$ cat src/include/swi_pkg.sv
// package: constants, register map and types of the secure wired interface
package swi_pkg;

  // ==================== clock and timing ====================
  localparam int CLK_PERIOD_NS   = 10;
  localparam int FREQ_MAX_KHZ    = 12000;
  localparam int FREQ_MIN_KHZ    = 2000;
  // shortest accepted period rounds up, longest rounds down
  localparam int PER_MIN_CYC     = (1000000 + FREQ_MAX_KHZ * CLK_PERIOD_NS - 1) / (FREQ_MAX_KHZ * CLK_PERIOD_NS);
  localparam int PER_MAX_CYC     = 1000000 / (FREQ_MIN_KHZ * CLK_PERIOD_NS);
  localparam int BIT_TIME_NS     = 4720;
  localparam int FILT_CYC        = BIT_TIME_NS / CLK_PERIOD_NS;
  localparam int HALF_BIT_EDGES  = 64;

  // ==================== counters ====================
  localparam int CNT_LIMIT_SHORT = 31;
  localparam int CNT_LIMIT_LONG  = 127;

  // ==================== register map ====================
  localparam logic [15:0] ADDR_WIRE_CTRL   = 16'h610e;
  localparam logic [15:0] ADDR_ROUTE_CFG   = 16'h6110;
  localparam logic [15:0] ADDR_IRQ_STATUS  = 16'h6111;
  localparam logic [15:0] ADDR_IRQ_MASK    = 16'h6112;
  localparam logic [15:0] ADDR_RX_DATA     = 16'h6113;
  localparam logic [15:0] ADDR_LINE_STATE  = 16'h6114;

  localparam int BIT_CNT_ENABLE  = 0;
  localparam int BIT_CNT_SELECT  = 1;
  localparam int BIT_CNT_FLAG    = 3;
  localparam logic [7:0] WIRE_CTRL_RESET = 8'h00;
  localparam logic [7:0] WIRE_CTRL_WMASK = 8'h07;

  localparam logic [7:0] ROUTE_CFG_RESET = 8'h00;
  localparam logic [7:0] IRQ_MASK_RESET  = 8'h00;
  localparam int IRQ_BIT_COUNTER = 0;
  localparam int IRQ_BIT_RX_BYTE = 1;
  localparam int IRQ_BIT_RX_END  = 2;
  localparam int IRQ_WIDTH       = 3;

  // tx_route_select codes
  localparam logic [1:0] TX_ROUTE_OFF    = 2'h0;
  localparam logic [1:0] TX_ROUTE_XOR    = 2'h1;
  localparam logic [1:0] TX_ROUTE_MILLER = 2'h2;
  localparam logic [1:0] TX_ROUTE_RAW    = 2'h3;

  typedef struct packed {
    logic       reserved;
    logic       scheme_a;                    // 1: signal-in decoded as manchester subcarrier
    logic       idle_mask;
    logic       driver_mix_enable;
    logic       aux_clock_route_enable;
    logic       secure_clock_source_choice;  // 1: internal oscillator, 0: field clock
    logic [1:0] tx_route_select;
  } swi_route_cfg_t;

  typedef struct packed {
    logic [15:0] addr;
    logic [7:0]  wdata;
    logic        wr;
    logic        rd;
  } swi_bus_req_t;

  typedef enum logic [2:0] {
    DEC_IDLE   = 3'b001,
    DEC_FIRST  = 3'b010,
    DEC_SECOND = 3'b100
  } swi_dec_state_t;

endpackage : swi_pkg
$ cat src/core/swi_core.sv
// module: secure element wired interface core (signal shaping, counters, registers)
//
// How it works
// - wired card: internal clock drives signal-out
// - card emulation: field clock and data
// - signal-in accepts type F or A
// - type F out = carrier xor data
// - demod data filtered, about one bit
// - filtered data changes on carrier rise
// - type F signal-in goes to driver
// - carrier on aux pin when enabled
// - signal-in sampled on common carrier clock
// - type A out is miller coded carrier
// - route select sets signal-out content
// - two filtered counters, 127 and 31
// - select bit: 0 picks 31, 1 127
// - enable bit runs counters, 2-12 MHz; code counts rise-to-rise periods of 10-51 clocks, about 2-10 MHz
// - flag at limit, interrupt when enabled
// - idle mask: signal-in 0, aux 1
// - driver mix: signal-in and coder drive
//
// Added by the designer: strobed register access.
module swi_core
  import swi_pkg::*;
(
  input  wire logic        CLK_SYS,
  input  wire logic        RST,
  input  wire logic [15:0] ADDR,
  input  wire logic [7:0]  WR_DATA,
  input  wire logic        WR_EN,
  input  wire logic        RD_EN,
  output      logic [7:0]  RD_DATA,
  input  wire logic        OSC_CLK,
  input  wire logic        FIELD_CLK,
  input  wire logic        DEMOD_DATA,
  input  wire logic        CODER_OUT,
  input  wire logic        SECURE_IN_LINE,
  output      logic        SECURE_OUT_LINE,
  input  wire logic        AUX_CLOCK_PIN_I,
  output      logic        AUX_CLOCK_PIN_O,
  output      logic        AUX_CLOCK_PIN_OE,
  output      logic        ANTENNA_MOD,
  output      logic        IRQ
);
  import swi_pkg::*;

  // ==================== synchronisers ====================
  localparam int NSYNC = 5;
  logic [NSYNC-1:0] sync1_reg;
  logic [NSYNC-1:0] sync2_reg;
  logic [NSYNC-1:0] async_in;
  assign async_in = {AUX_CLOCK_PIN_I, SECURE_IN_LINE, DEMOD_DATA, FIELD_CLK, OSC_CLK};

  always_ff @(posedge CLK_SYS) begin
    if (RST) begin
      sync1_reg <= '0;
      sync2_reg <= '0;
    end else begin
      sync1_reg <= async_in;
      sync2_reg <= sync1_reg;
    end
  end

  wire osc_s   = sync2_reg[0];
  wire field_s = sync2_reg[1];
  wire demod_s = sync2_reg[2];
  wire sin_s   = sync2_reg[3];
  wire aux_s   = sync2_reg[4];

  // ==================== registers ====================
  swi_bus_req_t   req;
  swi_route_cfg_t cfg_reg;
  logic [7:0]     ctrl_reg;
  logic [IRQ_WIDTH-1:0] irq_status_reg;
  logic [IRQ_WIDTH-1:0] irq_mask_reg;
  logic [7:0]     rx_data_reg;
  logic [7:0]     rd_data_reg;
  logic [IRQ_WIDTH-1:0] irq_event;
  logic           limit_hit;

  assign req = '{addr: ADDR, wdata: WR_DATA, wr: WR_EN, rd: RD_EN};

  function automatic logic hit(input logic [15:0] a, input logic [15:0] base);
    return a == base;
  endfunction

  wire wr_ctrl   = req.wr && hit(req.addr, ADDR_WIRE_CTRL);
  wire wr_cfg    = req.wr && hit(req.addr, ADDR_ROUTE_CFG);
  wire wr_status = req.wr && hit(req.addr, ADDR_IRQ_STATUS);
  wire wr_mask   = req.wr && hit(req.addr, ADDR_IRQ_MASK);

  wire cnt_enable = ctrl_reg[BIT_CNT_ENABLE];
  wire cnt_select = ctrl_reg[BIT_CNT_SELECT];
  wire ctrl_en_next = wr_ctrl ? req.wdata[BIT_CNT_ENABLE] : cnt_enable;

  logic [7:0] ctrl_next;
  always_comb begin
    ctrl_next = ctrl_reg;
    if (wr_ctrl) begin
      ctrl_next = (ctrl_reg & ~WIRE_CTRL_WMASK) | (req.wdata & WIRE_CTRL_WMASK);
    end
    if (!ctrl_en_next) begin
      ctrl_next[BIT_CNT_FLAG] = 1'b0;
    end else if (limit_hit) begin
      ctrl_next[BIT_CNT_FLAG] = 1'b1;
    end
  end

  // set wins over write-one-to-clear
  wire [IRQ_WIDTH-1:0] irq_status_next =
    (irq_status_reg & ~(wr_status ? req.wdata[IRQ_WIDTH-1:0] : '0)) | irq_event;

  always_ff @(posedge CLK_SYS) begin
    if (RST) begin
      ctrl_reg       <= WIRE_CTRL_RESET;
      cfg_reg        <= ROUTE_CFG_RESET;
      irq_status_reg <= '0;
      irq_mask_reg   <= IRQ_MASK_RESET[IRQ_WIDTH-1:0];
    end else begin
      ctrl_reg       <= ctrl_next;
      irq_status_reg <= irq_status_next;
      if (wr_cfg) begin
        cfg_reg <= req.wdata;
      end
      if (wr_mask) begin
        irq_mask_reg <= req.wdata[IRQ_WIDTH-1:0];
      end
    end
  end

  // counter interrupt enable sits in the mask register bit 0
  assign IRQ = |(irq_status_reg & irq_mask_reg);

  // ==================== carrier selection ====================
  logic carrier_d_reg;
  wire  carrier_lvl  = cfg_reg.secure_clock_source_choice ? osc_s : field_s;
  wire  carrier_rise = carrier_lvl && !carrier_d_reg;

  // ==================== demod filter ====================
  logic [$clog2(FILT_CYC+1)-1:0] filt_cnt_reg;
  logic filt_out_reg;
  logic demod_lat_reg;
  logic out_reg;
  logic sin_lat_reg;

  always_ff @(posedge CLK_SYS) begin
    if (RST) begin
      filt_cnt_reg  <= '0;
      filt_out_reg  <= 1'b0;
    end else begin
      if (demod_s && filt_cnt_reg != FILT_CYC[$bits(filt_cnt_reg)-1:0]) begin
        filt_cnt_reg <= filt_cnt_reg + 1'b1;
      end else if (!demod_s && filt_cnt_reg != '0) begin
        filt_cnt_reg <= filt_cnt_reg - 1'b1;
      end
      if (filt_cnt_reg == FILT_CYC[$bits(filt_cnt_reg)-1:0]) begin
        filt_out_reg <= 1'b1;
      end else if (filt_cnt_reg == '0) begin
        filt_out_reg <= 1'b0;
      end
    end
  end

  // ==================== signal-out shaping ====================
  wire sin_view = cfg_reg.idle_mask ? 1'b0 : sin_s;
  wire aux_view = cfg_reg.idle_mask ? 1'b1 : aux_s;
  // miller pauses come from the internal coder in wired card, field otherwise
  wire miller_pause = cfg_reg.secure_clock_source_choice ? CODER_OUT : demod_s;

  logic out_next;
  always_comb begin
    case (cfg_reg.tx_route_select)
      TX_ROUTE_XOR:    out_next = carrier_lvl ^ demod_lat_reg;
      TX_ROUTE_MILLER: out_next = carrier_lvl & !miller_pause;
      TX_ROUTE_RAW:    out_next = CODER_OUT;
      default:         out_next = 1'b0;
    endcase
  end

  always_ff @(posedge CLK_SYS) begin
    if (RST) begin
      carrier_d_reg <= 1'b0;
      demod_lat_reg <= 1'b0;
      sin_lat_reg   <= 1'b0;
      out_reg       <= 1'b0;
    end else begin
      carrier_d_reg <= carrier_lvl;
      out_reg       <= out_next;
      if (carrier_rise) begin
        demod_lat_reg <= filt_out_reg;
        sin_lat_reg   <= sin_view;
      end
    end
  end

  assign SECURE_OUT_LINE  = out_reg;
  assign AUX_CLOCK_PIN_O  = carrier_d_reg;
  assign AUX_CLOCK_PIN_OE = cfg_reg.aux_clock_route_enable;

  // ==================== antenna driver path ====================
  logic ant_reg;
  wire  ant_next = cfg_reg.driver_mix_enable ? (sin_lat_reg | CODER_OUT) :
                   (cfg_reg.tx_route_select == TX_ROUTE_XOR) ? sin_lat_reg :
                   CODER_OUT;
  always_ff @(posedge CLK_SYS) begin
    if (RST) begin
      ant_reg <= 1'b0;
    end else begin
      ant_reg <= ant_next;
    end
  end
  assign ANTENNA_MOD = ant_reg;

  // ==================== filtered request counters ====================
  logic sin_d_reg;
  logic [$clog2(PER_MAX_CYC+2)-1:0] per_reg;
  wire  sin_rise = sin_view && !sin_d_reg;
  wire  per_ok   = per_reg >= PER_MIN_CYC[$bits(per_reg)-1:0] &&
                   per_reg <= PER_MAX_CYC[$bits(per_reg)-1:0];
  wire  per_long = per_reg > PER_MAX_CYC[$bits(per_reg)-1:0];

  always_ff @(posedge CLK_SYS) begin
    if (RST) begin
      sin_d_reg <= 1'b0;
      per_reg   <= '0;
    end else begin
      sin_d_reg <= sin_view;
      if (sin_rise) begin
        per_reg <= '0;
      end else if (!per_long) begin
        per_reg <= per_reg + 1'b1;
      end
    end
  end

  localparam int NCNT = 2;
  localparam logic [6:0] CNT_LIMITS [NCNT] = '{7'(CNT_LIMIT_SHORT), 7'(CNT_LIMIT_LONG)};
  logic [NCNT-1:0] at_limit;

  genvar gi;
  generate
    for (gi = 0; gi < NCNT; gi++) begin : g_cnt
      logic [6:0] cnt_reg;
      always_ff @(posedge CLK_SYS) begin
        if (RST || !cnt_enable) begin
          cnt_reg <= '0;
        end else if (per_long) begin
          cnt_reg <= '0;
        end else if (sin_rise && per_ok && cnt_reg != CNT_LIMITS[gi]) begin
          cnt_reg <= cnt_reg + 1'b1;
        end
      end
      assign at_limit[gi] = cnt_reg == CNT_LIMITS[gi];
    end
  endgenerate

  logic sel_lim_d_reg;
  wire  sel_lim = cnt_enable && (cnt_select ? at_limit[1] : at_limit[0]);
  assign limit_hit = sel_lim && !sel_lim_d_reg;

  always_ff @(posedge CLK_SYS) begin
    if (RST) begin
      sel_lim_d_reg <= 1'b0;
    end else begin
      sel_lim_d_reg <= sel_lim;
    end
  end

  // ==================== manchester subcarrier decoder ====================
  swi_dec_state_t dec_state_reg;
  swi_dec_state_t dec_state_next;
  logic [6:0] edge_cnt_reg;
  logic       act_reg;
  logic       first_act_reg;
  logic [7:0] shift_reg;
  logic [2:0] bit_cnt_reg;
  logic       byte_ev_reg;
  logic       end_ev_reg;

  wire dec_on   = cfg_reg.scheme_a;
  wire half_end = carrier_rise && edge_cnt_reg == 7'(HALF_BIT_EDGES - 1);
  wire act_now  = act_reg || sin_rise;

  always_comb begin
    dec_state_next = dec_state_reg;
    case (dec_state_reg)
      DEC_IDLE:   if (dec_on && sin_rise) dec_state_next = DEC_FIRST;
      DEC_FIRST:  if (half_end) dec_state_next = DEC_SECOND;
      DEC_SECOND: if (half_end) dec_state_next = (!first_act_reg && !act_reg) ? DEC_IDLE : DEC_FIRST;
      default:    dec_state_next = DEC_IDLE;
    endcase
    if (!dec_on) begin
      dec_state_next = DEC_IDLE;
    end
  end

  wire bit_done = dec_state_reg == DEC_SECOND && half_end && (first_act_reg ^ act_reg);

  always_ff @(posedge CLK_SYS) begin
    if (RST) begin
      dec_state_reg <= DEC_IDLE;
      edge_cnt_reg  <= '0;
      act_reg       <= 1'b0;
      first_act_reg <= 1'b0;
      shift_reg     <= '0;
      bit_cnt_reg   <= '0;
      rx_data_reg   <= '0;
      byte_ev_reg   <= 1'b0;
      end_ev_reg    <= 1'b0;
    end else begin
      dec_state_reg <= dec_state_next;
      byte_ev_reg   <= 1'b0;
      end_ev_reg    <= 1'b0;
      if (dec_state_reg == DEC_IDLE) begin
        edge_cnt_reg <= '0;
        act_reg      <= sin_rise;   // the rise that opens a frame belongs to its first half
        bit_cnt_reg  <= '0;
      end else begin
        if (carrier_rise) begin
          edge_cnt_reg <= half_end ? '0 : edge_cnt_reg + 1'b1;
        end
        // a rise on the half boundary opens the next half
        act_reg <= half_end ? sin_rise : act_now;
        if (half_end && dec_state_reg == DEC_FIRST) begin
          first_act_reg <= act_reg;
        end
        if (bit_done) begin
          shift_reg   <= {first_act_reg, shift_reg[7:1]};
          bit_cnt_reg <= bit_cnt_reg + 1'b1;
          if (bit_cnt_reg == 3'h7) begin
            rx_data_reg <= {first_act_reg, shift_reg[7:1]};
            byte_ev_reg <= 1'b1;
          end
        end
        if (dec_state_next == DEC_IDLE) begin
          end_ev_reg <= 1'b1;
        end
      end
    end
  end

  assign irq_event = {end_ev_reg, byte_ev_reg, limit_hit};

  // ==================== read port ====================
  logic [7:0] rd_mux;
  always_comb begin
    case (req.addr)
      ADDR_WIRE_CTRL:  rd_mux = ctrl_reg;
      ADDR_ROUTE_CFG:  rd_mux = cfg_reg;
      ADDR_IRQ_STATUS: rd_mux = {5'h00, irq_status_reg};
      ADDR_IRQ_MASK:   rd_mux = {5'h00, irq_mask_reg};
      ADDR_RX_DATA:    rd_mux = rx_data_reg;
      ADDR_LINE_STATE: rd_mux = {4'h0, aux_view, sin_view, demod_lat_reg, carrier_lvl};
      default:         rd_mux = 8'h00;
    endcase
  end

  always_ff @(posedge CLK_SYS) begin
    if (RST) begin
      rd_data_reg <= 8'h00;
    end else begin
      rd_data_reg <= req.rd ? rd_mux : 8'h00;
    end
  end
  assign RD_DATA = rd_data_reg;

endmodule // swi_core

$ cat config.mk
export PLATFORM = sky130hd
export DESIGN_NAME = swi_core
export DESIGN_NICKNAME = d
export VERILOG_FILES = /design/src/include/swi_pkg.sv /design/src/core/swi_core.sv
export SDC_FILE = /design/constraint.sdc
export NUM_CORES = 1
export LEC_CHECK = 0
export BUFFER_PORTS_ARGS = -buffer_cell sky130_fd_sc_hd__buf_2
export CAP_MARGIN = 20
export CORE_ASPECT_RATIO = 0.9
export CORE_MARGIN = 1
export CORE_UTILIZATION = 42
export CTS_BUF_LIST = sky130_fd_sc_hd__clkbuf_16
export CTS_CLUSTER_SIZE = 16
export DETAILED_ROUTE_END_ITERATION = 12
export SLEW_MARGIN = 20
export SYNTH_ARGS = -nofsm -noshare
export SYNTH_HDL_FRONTEND = slang
export SYNTH_SLANG_ARGS = --single-unit
export TNS_END_PERCENT = 10
$ cat constraint.sdc
create_clock -name CLK_SYS -period 3 [get_ports CLK_SYS]
set_input_delay 0.15 -clock CLK_SYS [delete_from_list [all_inputs] [get_ports CLK_SYS]]
set_output_delay 0.15 -clock CLK_SYS [all_outputs]
set_load 0.005 [all_outputs]
==> impl_metrics.xml, run 1 <==
<?xml version="1.0" encoding="UTF-8"?>
<metrics>
  <group name="global_routing">
    <metric name="maximum_number_of_pins_on_one_net_before_global_route_repair" unit="">58</metric>
    <metric name="grt_pass1_vias" unit="">3369</metric>
    <metric name="grtUsageTotal" unit="">0.172</metric>
    <metric name="overflow" unit="">0</metric>
    <metric name="number_of_antenna_violations_at_the_first_check_in_global_routing" unit="">0</metric>
    <metric name="grt_pass1_wl" unit="um">15700</metric>
  </group>
  <group name="clocking">
    <metric name="tritoncts" unit="">done</metric>
    <metric name="clk_pin_slew_worst_paths" unit="ns">0.07</metric>
    <metric name="numCtsBuffers" unit="">9</metric>
    <metric name="clockBufferDepth" unit="">2</metric>
    <metric name="clock_latency" unit="ns">0.34</metric>
    <metric name="h-tree-depth" unit="">3</metric>
    <metric name="hold_buf_count_cts" unit="">0</metric>
    <metric name="numClockSinks" unit="">105</metric>
    <metric name="clk_root_buffer_cell" unit="">sky130_fd_sc_hd__clkbuf_16</metric>
  </group>
  <group name="setup_path">
    <metric name="cp_num_buf_inv" unit="">1</metric>
    <metric name="end_kind" unit="">flip-flop</metric>
    <metric name="max_stage_delay" unit="ns">0.60</metric>
    <metric name="cp_data_arrival_time" unit="ns">3.07</metric>
    <metric name="cp_slowest_cell" unit="">sky130_fd_sc_hd__or4_1</metric>
    <metric name="worst_setup_path_start_kind" unit="">flip-flop</metric>
    <metric name="timing.setup.critical_path_class" unit="">flip-flop to flip-flop</metric>
    <metric name="timing.critical_path.cells" unit="">or4_1 &gt; nor2_1 &gt; a21boi_1 &gt; inv_2 &gt; ha_1 &gt; nor2b_1 &gt; o211ai_1 &gt; a32oi_1 &gt; xnor2_1 &gt; a21oi_1 &gt; a31o_2</metric>
    <metric name="critical_path.max_fanout" unit="">7</metric>
    <metric name="required" unit="ns">3.24</metric>
    <metric name="critical-path-top-delay-family" unit="">simple AND/OR/NAND/NOR gates</metric>
  </group>
  <group name="min_path">
    <metric name="hold_class" unit="">input pin to flip-flop</metric>
  </group>
  <group name="timing">
    <metric name="max_slew_margin" unit="">0.493</metric>
    <metric name="timing.final.crit_share" unit="">0.942</metric>
    <metric name="final_hold_viol_count" unit="">0</metric>
    <metric name="timing.final.setup_violations" unit="">0</metric>
    <metric name="layout_min_cycle_time" unit="ns">2.83</metric>
    <metric name="final.setup.worst_slack" unit="ns">0.174</metric>
    <metric name="fin_worst_skew" unit="ns">0.00867</metric>
    <metric name="maxClockFrequency" unit="MHz">354</metric>
    <metric name="timing.final.max_slew_violations" unit="">0</metric>
    <metric name="tightest_slew" unit="ns">0.739</metric>
    <metric name="final.setup.tns" unit="ns">0</metric>
  </group>
  <group name="synth">
    <metric name="synth-main-ff-cell" unit="">sky130_fd_sc_hd__dfxtp_1</metric>
    <metric name="asyncSetResetFlopFracSynth" unit="">0</metric>
    <metric name="mappedNetlistArea" unit="sq um">4670</metric>
    <metric name="synthesized_area_per_cell" unit="sq um">9.26</metric>
    <metric name="fraction_of_the_yosys_area_taken_by_sequential_cells" unit="">0.450</metric>
    <metric name="synth_enable_flop_cells" unit="">0</metric>
    <metric name="net_count_of_the_mapped_netlist" unit="">556</metric>
    <metric name="synth_area_leaders" unit="">sky130_fd_sc_hd__dfxtp_1 (45%), sky130_fd_sc_hd__mux2i_1 (7.7%), sky130_fd_sc_hd__nor2_1 (6.8%), sky130_fd_sc_hd__ha_1 (4.6%), sky130_fd_sc_hd__a21oi_1 (3.2%)</metric>
    <metric name="ys.warnings.count" unit="">0</metric>
    <metric name="synthCells" unit="">504</metric>
    <metric name="most_common_cell_in_the_synthesized_netlist" unit="">sky130_fd_sc_hd__dfxtp_1</metric>
    <metric name="netlist.area_leader.share" unit="">0.450</metric>
    <metric name="synth_top_area_cell" unit="">sky130_fd_sc_hd__dfxtp_1</metric>
    <metric name="postSynthRegisterBits" unit="">105</metric>
    <metric name="synthTopCellsByCount" unit="">sky130_fd_sc_hd__dfxtp_1 (105), sky130_fd_sc_hd__nor2_1 (85), sky130_fd_sc_hd__mux2i_1 (36), sky130_fd_sc_hd__nand2_1 (33), sky130_fd_sc_hd__a21oi_1 (30)</metric>
    <metric name="yosys.cell_types.count" unit="">62</metric>
  </group>
  <group name="power_and_ir_drop">
    <metric name="cellPowerDensity" unit="nW/um^2">602</metric>
    <metric name="power.static_leakage" unit="nW">2.22</metric>
    <metric name="peakVddDrop" unit="mV">0.324</metric>
  </group>
  <group name="drt">
    <metric name="post_drt_via_cell_ratio" unit="">5.21</metric>
    <metric name="finalWirelength" unit="um">9380</metric>
    <metric name="drcViolationCount" unit="">0</metric>
    <metric name="wire_per_inst" unit="um">13.6</metric>
    <metric name="route.antenna.remaining_nets" unit="">0</metric>
    <metric name="drt_pre_antenna_iters" unit="">5</metric>
    <metric name="dr_total_vias" unit="">3588</metric>
    <metric name="first_iter_violations" unit="">152</metric>
  </group>
  <group name="floorplanning">
    <metric name="start_util" unit="">0.432</metric>
    <metric name="core.rowCount" unit="">36</metric>
    <metric name="horizontal_extent_of_the_die" unit="um">113</metric>
    <metric name="die_y" unit="um">102</metric>
    <metric name="io_pins" unit="">47</metric>
    <metric name="fp.dieArea" unit="sq um">11500</metric>
    <metric name="floorplan.core_area" unit="sq um">10800</metric>
  </group>
  <group name="layout">
    <metric name="post_route_cells_drive_above_1_share" unit="">0.153</metric>
    <metric name="fin_util" unit="">0.493</metric>
    <metric name="fin_nets" unit="">603</metric>
    <metric name="synthToLayoutAreaGrowth" unit="%">14.3</metric>
    <metric name="finalNonFillerCells" unit="">689</metric>
    <metric name="insertedDiodeCount" unit="">0</metric>
    <metric name="final_area" unit="sq um">5330</metric>
    <metric name="flip_flop_count_of_the_largest_register_after_layout" unit="">14</metric>
  </group>
  <group name="placed_design">
    <metric name="port_buffers" unit="">46</metric>
    <metric name="finalWeightedCongestion" unit="">0.863</metric>
    <metric name="placed_cells_incl_taps" unit="">672</metric>
    <metric name="dpl_worst_slack" unit="ns">0.0774</metric>
    <metric name="place.detailed.hpwl" unit="um">6990</metric>
    <metric name="dpl-instance-area" unit="sq um">5030</metric>
  </group>
  <group name="run">
    <metric name="max_cap_violations" unit="">0</metric>
  </group>
  <group name="run_status">
    <metric name="outcome" unit="">finished, final reports clean</metric>
  </group>
</metrics>
[final cells by class]
type                    count  area [sq um]
fillers                  1039          5480
well taps                 133           166
multi-input cells         366          2430
clock inverters             7          73.8
inverters                  18          67.6
flip-flops and latches    105          2100
repair buffers             51           268
clock buffers               9           225
[routing by layer]
layer / GRT usage / share of wire / vias up
met5: 0 / 0 / -
met1: 0.210 / 0.47 / 1681
li1: - / - / 1860
met2: 0.297 / 0.49 / 38
met3: 0.0415 / 0.027 / 9
met4: 0.0658 / 0.016 / 0
[cell families (layout without fill, tap and decap cells)]
logic type                 count (synthesis)  after routing  synth area share
buffers and inverters                     33             85            0.0289
DFF                                      105            105             0.450
and+or+nand+nor                          209            209             0.229
adders and majority gates                 18             18            0.0499
muxes                                     40             40            0.0941
AOI/OAI and AO/OA                         79             79             0.110
xor gates and xnor gates                  20             20            0.0375
[power by group]
part / internal, mW / switching [mW]
Clock: 0.587 / 0.556
Combinational: 0.264 / 0.302
Sequential: 1.45 / 0.0482
Total: 2.31 / 0.906
[metrics by stage]
step	power, mW	hold slack, ns
after floorplan	1.96	0.278
after global placement	2.06	0.362
after detailed placement	2.08	0.374
after CTS	3.22	0.00619
after global routing	3.40	0.0221
final	3.21	0.0132
[what timing repair did]
item	CTS	global route
setup endpoints to repair	0	2
hold endpoints to repair	0	0
buffers inserted	0	1
gates resized for setup	0	2
[worst paths after layout]
check / slack, ns / from / cells past startpoint / end
hold reg to reg: 0.44 / sync1_reg[1] / 1 / sync2_reg[1]
hold / removal: 0.01 / DEMOD_DATA / 2 / sync1_reg[2]
setup reg to reg: 0.17 / filt_cnt_reg[0] / 11 / filt_cnt_reg[8]
setup / recovery: 0.17 / filt_cnt_reg[0] / 11 / filt_cnt_reg[8]
[cells in the final DEF, fill, tap and decap left out, types with 10 or more instances in the layout]
master,n
sky130_fd_sc_hd__nor2b_1,19
sky130_fd_sc_hd__ha_1,17
sky130_fd_sc_hd__nor3_1,10
sky130_fd_sc_hd__buf_2,46
sky130_fd_sc_hd__dfxtp_1,105
sky130_fd_sc_hd__a21oi_1,30
sky130_fd_sc_hd__mux2i_1,36
sky130_fd_sc_hd__nand2_1,33
sky130_fd_sc_hd__nor2_1,85
sky130_fd_sc_hd__o21ai_0,13
sky130_fd_sc_hd__xor2_1,13
sky130_fd_sc_hd__inv_1,17
Power figures use the tool's default switching activity.
==> run 2: changes to the inputs <==
- ABC_AREA: not set -> 1
- CELL_PAD_IN_SITES_DETAIL_PLACEMENT: not set -> 0
- CELL_PAD_IN_SITES_GLOBAL_PLACEMENT: not set -> 1
- PLACE_DENSITY_LB_ADDON: not set -> 0.1
- REMOVE_ABC_BUFFERS: not set -> 1
==> impl_metrics.xml, run 2 <==
<?xml version="1.0" encoding="UTF-8"?>
<metrics>
  <group name="power_and_ir_drop">
    <metric name="seq_power_share" unit="">0.465</metric>
    <metric name="internal-power" unit="mW">2.27</metric>
    <metric name="peakVddDrop" unit="mV">0.354</metric>
    <metric name="power.static_leakage" unit="nW">2.49</metric>
    <metric name="share_comb_of_total_power" unit="">0.194</metric>
    <metric name="swShare" unit="">0.297</metric>
    <metric name="total_power" unit="mW">3.23</metric>
    <metric name="net_switching_component_of_the_power" unit="mW">0.960</metric>
    <metric name="clkPwrFrac" unit="">0.341</metric>
    <metric name="cellPowerDensity" unit="nW/um^2">561</metric>
  </group>
  <group name="run_status">
    <metric name="outcome" unit="">finished, final reports clean</metric>
  </group>
  <group name="synth">
    <metric name="synthTopCellsByCount" unit="">sky130_fd_sc_hd__nand2_1 (136), sky130_fd_sc_hd__dfxtp_1 (105), sky130_fd_sc_hd__inv_1 (100), sky130_fd_sc_hd__nor2_1 (87), sky130_fd_sc_hd__nand3_1 (70)</metric>
    <metric name="netlist.area_leader.share" unit="">0.413</metric>
    <metric name="fraction_of_the_yosys_area_taken_by_sequential_cells" unit="">0.413</metric>
    <metric name="synthesized_area_per_cell" unit="sq um">7.28</metric>
    <metric name="most_common_cell_in_the_synthesized_netlist" unit="">sky130_fd_sc_hd__nand2_1</metric>
    <metric name="synth_top_area_cell" unit="">sky130_fd_sc_hd__dfxtp_1</metric>
    <metric name="postSynthRegisterBits" unit="">105</metric>
    <metric name="asyncSetResetFlopFracSynth" unit="">0</metric>
    <metric name="synth_area_leaders" unit="">sky130_fd_sc_hd__dfxtp_1 (41%), sky130_fd_sc_hd__nand2_1 (10%), sky130_fd_sc_hd__inv_1 (7.4%), sky130_fd_sc_hd__nand3_1 (6.9%), sky130_fd_sc_hd__nor2_1 (6.4%)</metric>
    <metric name="mappedNetlistArea" unit="sq um">5090</metric>
    <metric name="yosys.cell_types.count" unit="">46</metric>
    <metric name="synth-main-ff-cell" unit="">sky130_fd_sc_hd__dfxtp_1</metric>
    <metric name="synthCells" unit="">699</metric>
    <metric name="ys.warnings.count" unit="">0</metric>
    <metric name="synth_enable_flop_cells" unit="">0</metric>
  </group>
  <group name="layout">
    <metric name="finalNonFillerCells" unit="">910</metric>
    <metric name="fin_nets" unit="">801</metric>
    <metric name="final.fill_count" unit="">1190</metric>
    <metric name="mostFrequentLayoutCells" unit="">sky130_fd_sc_hd__nand2_1 (136), sky130_fd_sc_hd__dfxtp_1 (105), sky130_fd_sc_hd__inv_1 (102)</metric>
    <metric name="synthToLayoutAreaGrowth" unit="%">13.4</metric>
    <metric name="most_common_library_cell_in_the_layout_ignoring_fill_and_taps" unit="">sky130_fd_sc_hd__nand2_1</metric>
    <metric name="post_route_cells_drive_above_1_share" unit="">0.113</metric>
    <metric name="fin_util" unit="">0.496</metric>
    <metric name="flip_flop_count_of_the_largest_register_after_layout" unit="">14</metric>
    <metric name="insertedDiodeCount" unit="">0</metric>
  </group>
  <group name="clocking">
    <metric name="numClockSinks" unit="">105</metric>
    <metric name="tritoncts" unit="">done</metric>
    <metric name="clk_root_buffer_cell" unit="">sky130_fd_sc_hd__clkbuf_16</metric>
    <metric name="post_cts_resize_count" unit="">0</metric>
    <metric name="clk_pin_slew_worst_paths" unit="ns">0.08</metric>
    <metric name="post-cts-setup-buffer-count" unit="">0</metric>
    <metric name="hold_buf_count_cts" unit="">3</metric>
    <metric name="h-tree-depth" unit="">3</metric>
    <metric name="clockBufferDepth" unit="">2</metric>
    <metric name="clock_latency" unit="ns">0.35</metric>
    <metric name="numCtsBuffers" unit="">9</metric>
  </group>
  <group name="setup_path">
    <metric name="cp_data_arrival_time" unit="ns">2.44</metric>
    <metric name="timing.setup.critical_path_class" unit="">flip-flop to flip-flop</metric>
    <metric name="required" unit="ns">3.24</metric>
    <metric name="critical_path.max_fanout" unit="">9</metric>
    <metric name="worst_setup_path_start_kind" unit="">flip-flop</metric>
    <metric name="end_kind" unit="">flip-flop</metric>
  </group>
  <group name="floorplanning">
    <metric name="floorplan.core_area" unit="sq um">11600</metric>
    <metric name="core.rowCount" unit="">37</metric>
    <metric name="io_pins" unit="">47</metric>
    <metric name="die_y" unit="um">106</metric>
    <metric name="start_util" unit="">0.438</metric>
    <metric name="horizontal_extent_of_the_die" unit="um">118</metric>
    <metric name="fp.dieArea" unit="sq um">12600</metric>
  </group>
  <group name="drt">
    <metric name="dr_total_vias" unit="">4410</metric>
    <metric name="wire_per_inst" unit="um">12.4</metric>
    <metric name="first_iter_violations" unit="">231</metric>
    <metric name="post_drt_via_cell_ratio" unit="">4.85</metric>
    <metric name="finalWirelength" unit="um">11300</metric>
    <metric name="drcViolationCount" unit="">0</metric>
    <metric name="drt_pre_antenna_iters" unit="">5</metric>
    <metric name="route.antenna.remaining_nets" unit="">0</metric>
  </group>
  <group name="global_routing">
    <metric name="overflow" unit="">0</metric>
    <metric name="number_of_antenna_violations_at_the_first_check_in_global_routing" unit="">0</metric>
    <metric name="maximum_number_of_pins_on_one_net_before_global_route_repair" unit="">46</metric>
    <metric name="met1_usage" unit="">0.256</metric>
    <metric name="grtUsageTotal" unit="">0.191</metric>
    <metric name="groute.layer.met2.usage" unit="">0.312</metric>
    <metric name="top_usage_layer_grt" unit="">met2</metric>
    <metric name="gr-usage-met3" unit="">0.0381</metric>
    <metric name="grt_pass1_vias" unit="">4148</metric>
    <metric name="grt_pass1_wl" unit="um">19400</metric>
  </group>
  <group name="timing">
    <metric name="max_slew_margin" unit="">0.629</metric>
    <metric name="grt_setup_unrepaired" unit="">false</metric>
    <metric name="fin_worst_skew" unit="ns">0.0104</metric>
    <metric name="final.setup.worst_slack" unit="ns">0.806</metric>
    <metric name="final_hold_viol_count" unit="">0</metric>
    <metric name="timing.final.max_slew_violations" unit="">0</metric>
    <metric name="tightest_slew" unit="ns">0.554</metric>
    <metric name="timing.final.setup_violations" unit="">0</metric>
    <metric name="layout_min_cycle_time" unit="ns">2.19</metric>
    <metric name="final.setup.tns" unit="ns">0</metric>
    <metric name="timing.final.crit_share" unit="">0.731</metric>
    <metric name="maxClockFrequency" unit="MHz">456</metric>
  </group>
  <group name="placed_design">
    <metric name="port_buffers" unit="">46</metric>
    <metric name="place.detailed.hpwl" unit="um">8330</metric>
    <metric name="dpl_worst_slack" unit="ns">0.853</metric>
    <metric name="finalWeightedCongestion" unit="">0.827</metric>
    <metric name="placed_cells_incl_taps" unit="">891</metric>
  </group>
  <group name="min_path">
    <metric name="hold_class" unit="">input pin to flip-flop</metric>
  </group>
  <group name="run">
    <metric name="max_cap_violations" unit="">0</metric>
  </group>
</metrics>
## run 2: cell count changes after synthesis, sizes merged, moves of 11 or more
cell / previous run / this run
a211oi: 1 / 12
a21oi: 30 / 57
inv: 18 / 101
mux2i: 36 / 0
nand2: 33 / 143
nand3: 8 / 72
nor2b: 19 / 0
## run 2: path summary, 6_finish.rpt
path	startpoint	end	slack, ns	cells after the start
worst max-delay path	filt_cnt_reg[3]	filt_cnt_reg[8]	0.81	13
worst min-delay path	OSC_CLK	sync1_reg[0]	0.01	3
worst max register to register	filt_cnt_reg[3]	filt_cnt_reg[8]	0.81	13
worst min register to register	sync1_reg[4]	sync2_reg[4]	0.41	2
## run 2: power by group through the flow
stage | Sequential (mW) | Clock (mW) | Combinational, mW
after floorplan | 1.52 | 0 | 0.474
after global placement | 1.53 | 0 | 0.612
after detailed placement | 1.54 | 0 | 0.616
after CTS | 1.50 | 1.14 | 0.624
after global routing | 1.51 | 1.19 | 0.725
final | 1.50 | 1.10 | 0.627
## run 2: critical path: stages (launching register included)
cell and delay (ns):
sky130_fd_sc_hd__dfxtp_1 0.37, sky130_fd_sc_hd__nand2_1 0.09, sky130_fd_sc_hd__nor2_1 0.11, sky130_fd_sc_hd__nand3_1 0.09
sky130_fd_sc_hd__nand2_1 0.30, sky130_fd_sc_hd__ha_1 0.37, sky130_fd_sc_hd__a21oi_1 0.15, sky130_fd_sc_hd__nand2_1 0.14
sky130_fd_sc_hd__a21oi_1 0.15, sky130_fd_sc_hd__nand2_1 0.06, sky130_fd_sc_hd__nand3_1 0.10, sky130_fd_sc_hd__nand2_1 0.06
sky130_fd_sc_hd__nand2_1 0.05, sky130_fd_sc_hd__nor2_1 0.04
## run 2: area by class of cell
type,instances,area (sq um),area share
clock buffer,9,225,0.0391
inverter,102,383,0.0664
tap,156,195,0.0338
timing repair buffer,52,283,0.0490
sequential,105,2100,0.365
multi-input combinational,479,2530,0.439
clock inverter,7,45.0,0.00781
## run 2: logic make-up (layout without fill, tap and decap cells)
kind of cell | count (synthesis) | count (layout) | share of synthesized area
AO/OA/AOI/OAI | 106 | 106 | 0.120
XOR/XNOR | 15 | 15 | 0.0258
adder cells (fa/ha/maj) | 18 | 18 | 0.0457
buffers and inverters | 115 | 170 | 0.0888
flip-flops | 105 | 105 | 0.413
AND/OR/NAND/NOR | 340 | 340 | 0.307
## run 2: metrics by stage
step | hold slack, ns | cell area [sq um]
floorplan | 0.219 | 5020
global placement | 0.351 | 5470
detailed placement | 0.361 | 5470
CTS | 0.00797 | 5770
global route | 0.0391 | 5770
finish | 0.0146 | 5770
## run 2: metal layers
| layer | wire (um) | vias to the layer above |
|---|---|---|
| met4 | 110 | 0 |
| met1 | 5880 | 1971 |
| met2 | 5000 | 55 |
| li1 | - | 2374 |
| met5 | 0 | - |
| met3 | 330 | 10 |
==> run 3: changes to the inputs <==
- clock period: 3 -> 2.2 ns (I/O delays scaled with it)
==> impl_metrics.xml, run 3 (same netlist as run 2, synthesis figures left out) <==
<?xml version="1.0" encoding="UTF-8"?>
<metrics>
  <group name="run_status">
    <metric name="outcome" unit="">finished, final reports clean</metric>
  </group>
  <group name="setup_path">
    <metric name="crit_start" unit="">filt_cnt_reg[3]</metric>
    <metric name="required" unit="ns">2.44</metric>
    <metric name="timing.setup.critical_path_class" unit="">flip-flop to flip-flop</metric>
    <metric name="r2r_setup_slack" unit="ns">0.16</metric>
    <metric name="worst_setup_path_start_kind" unit="">flip-flop</metric>
    <metric name="cp_data_arrival_time" unit="ns">2.28</metric>
    <metric name="regToRegEndpoint" unit="">filt_cnt_reg[8]</metric>
    <metric name="worstSetupEndpoint" unit="">filt_cnt_reg[8]</metric>
    <metric name="critical_path.max_fanout" unit="">5</metric>
    <metric name="timing.rr.start" unit="">filt_cnt_reg[3]</metric>
    <metric name="end_kind" unit="">flip-flop</metric>
    <metric name="worst_r2r_path_depth" unit="">16</metric>
  </group>
  <group name="layout">
    <metric name="fin_nets" unit="">807</metric>
    <metric name="most_common_library_cell_in_the_layout_ignoring_fill_and_taps" unit="">sky130_fd_sc_hd__nand2_1</metric>
    <metric name="mostFrequentLayoutCells" unit="">sky130_fd_sc_hd__nand2_1 (135), sky130_fd_sc_hd__dfxtp_1 (105), sky130_fd_sc_hd__inv_1 (101)</metric>
    <metric name="post_route_cells_drive_above_1_share" unit="">0.122</metric>
    <metric name="finalNonFillerCells" unit="">916</metric>
    <metric name="synthToLayoutAreaGrowth" unit="%">15.0</metric>
    <metric name="flip_flop_count_of_the_largest_register_after_layout" unit="">14</metric>
    <metric name="insertedDiodeCount" unit="">0</metric>
    <metric name="final.fill_count" unit="">1189</metric>
    <metric name="final_area" unit="sq um">5850</metric>
  </group>
  <group name="floorplanning">
    <metric name="fp.dieArea" unit="sq um">12600</metric>
    <metric name="start_util" unit="">0.438</metric>
    <metric name="io_pins" unit="">47</metric>
    <metric name="floorplan.core_area" unit="sq um">11600</metric>
    <metric name="horizontal_extent_of_the_die" unit="um">118</metric>
    <metric name="die_y" unit="um">106</metric>
    <metric name="core.rowCount" unit="">37</metric>
  </group>
  <group name="timing">
    <metric name="layout_min_cycle_time" unit="ns">2.04</metric>
    <metric name="final_hold_viol_count" unit="">0</metric>
    <metric name="final.setup.worst_slack" unit="ns">0.164</metric>
    <metric name="maxClockFrequency" unit="MHz">491</metric>
    <metric name="timing.final.max_slew_violations" unit="">0</metric>
    <metric name="max_slew_margin" unit="">0.638</metric>
    <metric name="tightest_slew" unit="ns">0.538</metric>
    <metric name="timing.final.crit_share" unit="">0.926</metric>
    <metric name="fin_worst_skew" unit="ns">0.00912</metric>
    <metric name="grt_setup_unrepaired" unit="">true</metric>
    <metric name="timing.final.setup_violations" unit="">0</metric>
  </group>
  <group name="global_routing">
    <metric name="grt_pass1_vias" unit="">4188</metric>
    <metric name="grtUsageTotal" unit="">0.189</metric>
    <metric name="number_of_antenna_violations_at_the_first_check_in_global_routing" unit="">0</metric>
    <metric name="maximum_number_of_pins_on_one_net_before_global_route_repair" unit="">35</metric>
    <metric name="grt_pass1_wl" unit="um">19300</metric>
    <metric name="overflow" unit="">0</metric>
  </group>
  <group name="placed_design">
    <metric name="port_buffers" unit="">46</metric>
    <metric name="finalWeightedCongestion" unit="">0.856</metric>
    <metric name="dpl-instance-area" unit="sq um">5500</metric>
    <metric name="dpl_worst_slack" unit="ns">0.140</metric>
    <metric name="placed_cells_incl_taps" unit="">895</metric>
    <metric name="place.detailed.hpwl" unit="um">8510</metric>
  </group>
  <group name="clocking">
    <metric name="clk_root_buffer_cell" unit="">sky130_fd_sc_hd__clkbuf_16</metric>
    <metric name="numClockSinks" unit="">105</metric>
    <metric name="tritoncts" unit="">done</metric>
    <metric name="clockBufferDepth" unit="">2</metric>
    <metric name="numCtsBuffers" unit="">9</metric>
    <metric name="clk_pin_slew_worst_paths" unit="ns">0.07</metric>
    <metric name="h-tree-depth" unit="">3</metric>
    <metric name="clock_latency" unit="ns">0.34</metric>
  </group>
  <group name="drt">
    <metric name="dr_total_vias" unit="">4537</metric>
    <metric name="finalWirelength" unit="um">11600</metric>
    <metric name="post_drt_via_cell_ratio" unit="">4.95</metric>
    <metric name="drt_pre_antenna_iters" unit="">5</metric>
    <metric name="wire_per_inst" unit="um">12.6</metric>
    <metric name="drcViolationCount" unit="">0</metric>
    <metric name="route.antenna.remaining_nets" unit="">0</metric>
    <metric name="first_iter_violations" unit="">209</metric>
  </group>
  <group name="min_path">
    <metric name="hold_class" unit="">input pin to flip-flop</metric>
  </group>
  <group name="power_and_ir_drop">
    <metric name="power.static_leakage" unit="nW">2.53</metric>
    <metric name="cellPowerDensity" unit="nW/um^2">777</metric>
    <metric name="peakVddDrop" unit="mV">0.459</metric>
  </group>
  <group name="run">
    <metric name="max_cap_violations" unit="">0</metric>
  </group>
</metrics>
-- run 3: cell count changes in the layout (fill, tap and decap cells not counted), sizes merged --
cell         previous run  this run
buf                    49        53
dlygate4sd3             3         5
bufinv                  0         1
clkinv                  3         2
clkinvlp                0         1
inv                   106       105
-- run 3: critical path, stage by stage, from the launching register on --
cell and delay (ns):
sky130_fd_sc_hd__dfxtp_1 0.37, sky130_fd_sc_hd__nand2_1 0.09, sky130_fd_sc_hd__nor2_1 0.12, sky130_fd_sc_hd__nand3_1 0.13, sky130_fd_sc_hd__nand2_2 0.14, sky130_fd_sc_hd__buf_4 0.16
sky130_fd_sc_hd__ha_1 0.27, sky130_fd_sc_hd__nand2_1 0.10, sky130_fd_sc_hd__inv_1 0.04, sky130_fd_sc_hd__nand2_1 0.05, sky130_fd_sc_hd__nand2_1 0.06, sky130_fd_sc_hd__a21oi_1 0.12
sky130_fd_sc_hd__nand2_1 0.06, sky130_fd_sc_hd__nand3_1 0.08, sky130_fd_sc_hd__nand2_1 0.06, sky130_fd_sc_hd__nand2_1 0.06, sky130_fd_sc_hd__nor2_1 0.03
-- run 3: layer usage --
layer,routed length [um],global-route usage
met1,5840,0.255
met2,5260,0.305
met4,113,0.0495
met5,0,0
met3,366,0.0429
-- run 3: power breakdown --
group | leakage (nW) | switching [mW] | internal, mW
combinational | 1.53 | 0.513 | 0.352
sequential | 0.852 | 0.0687 | 1.99
clock | 0.150 | 0.734 | 0.893
total | 2.53 | 1.32 | 3.23
-- run 3: layout make-up --
class | count | area [sq um] | area share
Tap cell | 156 | 195 | 0.0334
Multi-Input combinational cell | 479 | 2540 | 0.434
Clock buffer | 9 | 225 | 0.0385
Timing Repair Buffer | 58 | 333 | 0.0569
Sequential cell | 105 | 2100 | 0.359
Clock inverter | 7 | 75.1 | 0.0128
Inverter | 102 | 383 | 0.0654
-- run 3: how the worst min path moves through the flow --
stage / start / end / slack [ns] / cells past startpoint
finish: WR_DATA[5] / cfg_reg[5] / 0.03 / 3
detailed placement: DEMOD_DATA / sync1_reg[2] / 0.32 / 3
global route: WR_DATA[5] / cfg_reg[5] / 0.02 / 3
floorplan: RST / ANTENNA_MOD / 0.18 / 1
global placement: AUX_CLOCK_PIN_I / sync1_reg[4] / 0.31 / 3
CTS: WR_DATA[5] / cfg_reg[5] / 0.02 / 3
-- run 3: repair_timing --
item | in CTS | in global routing
buffers inserted | 0 | 0
setup endpoints to repair | 0 | 3
resized for setup | 0 | 2
endpoints found under the hold margin | 5 | 0
hold buffers | 5 | 0
-- run 3: stage by stage --
step                      hold WS (ns)  power, mW  utilization  TNS, ns
after floorplan                  0.179       2.72            -        0
after global placement           0.311       2.94        0.473        0
after detailed placement         0.321       2.94        0.473        0
after CTS                       0.0188       4.59        0.503        0
after global routing            0.0228       4.81        0.504  -0.0140
final                           0.0295       4.55        0.504        0
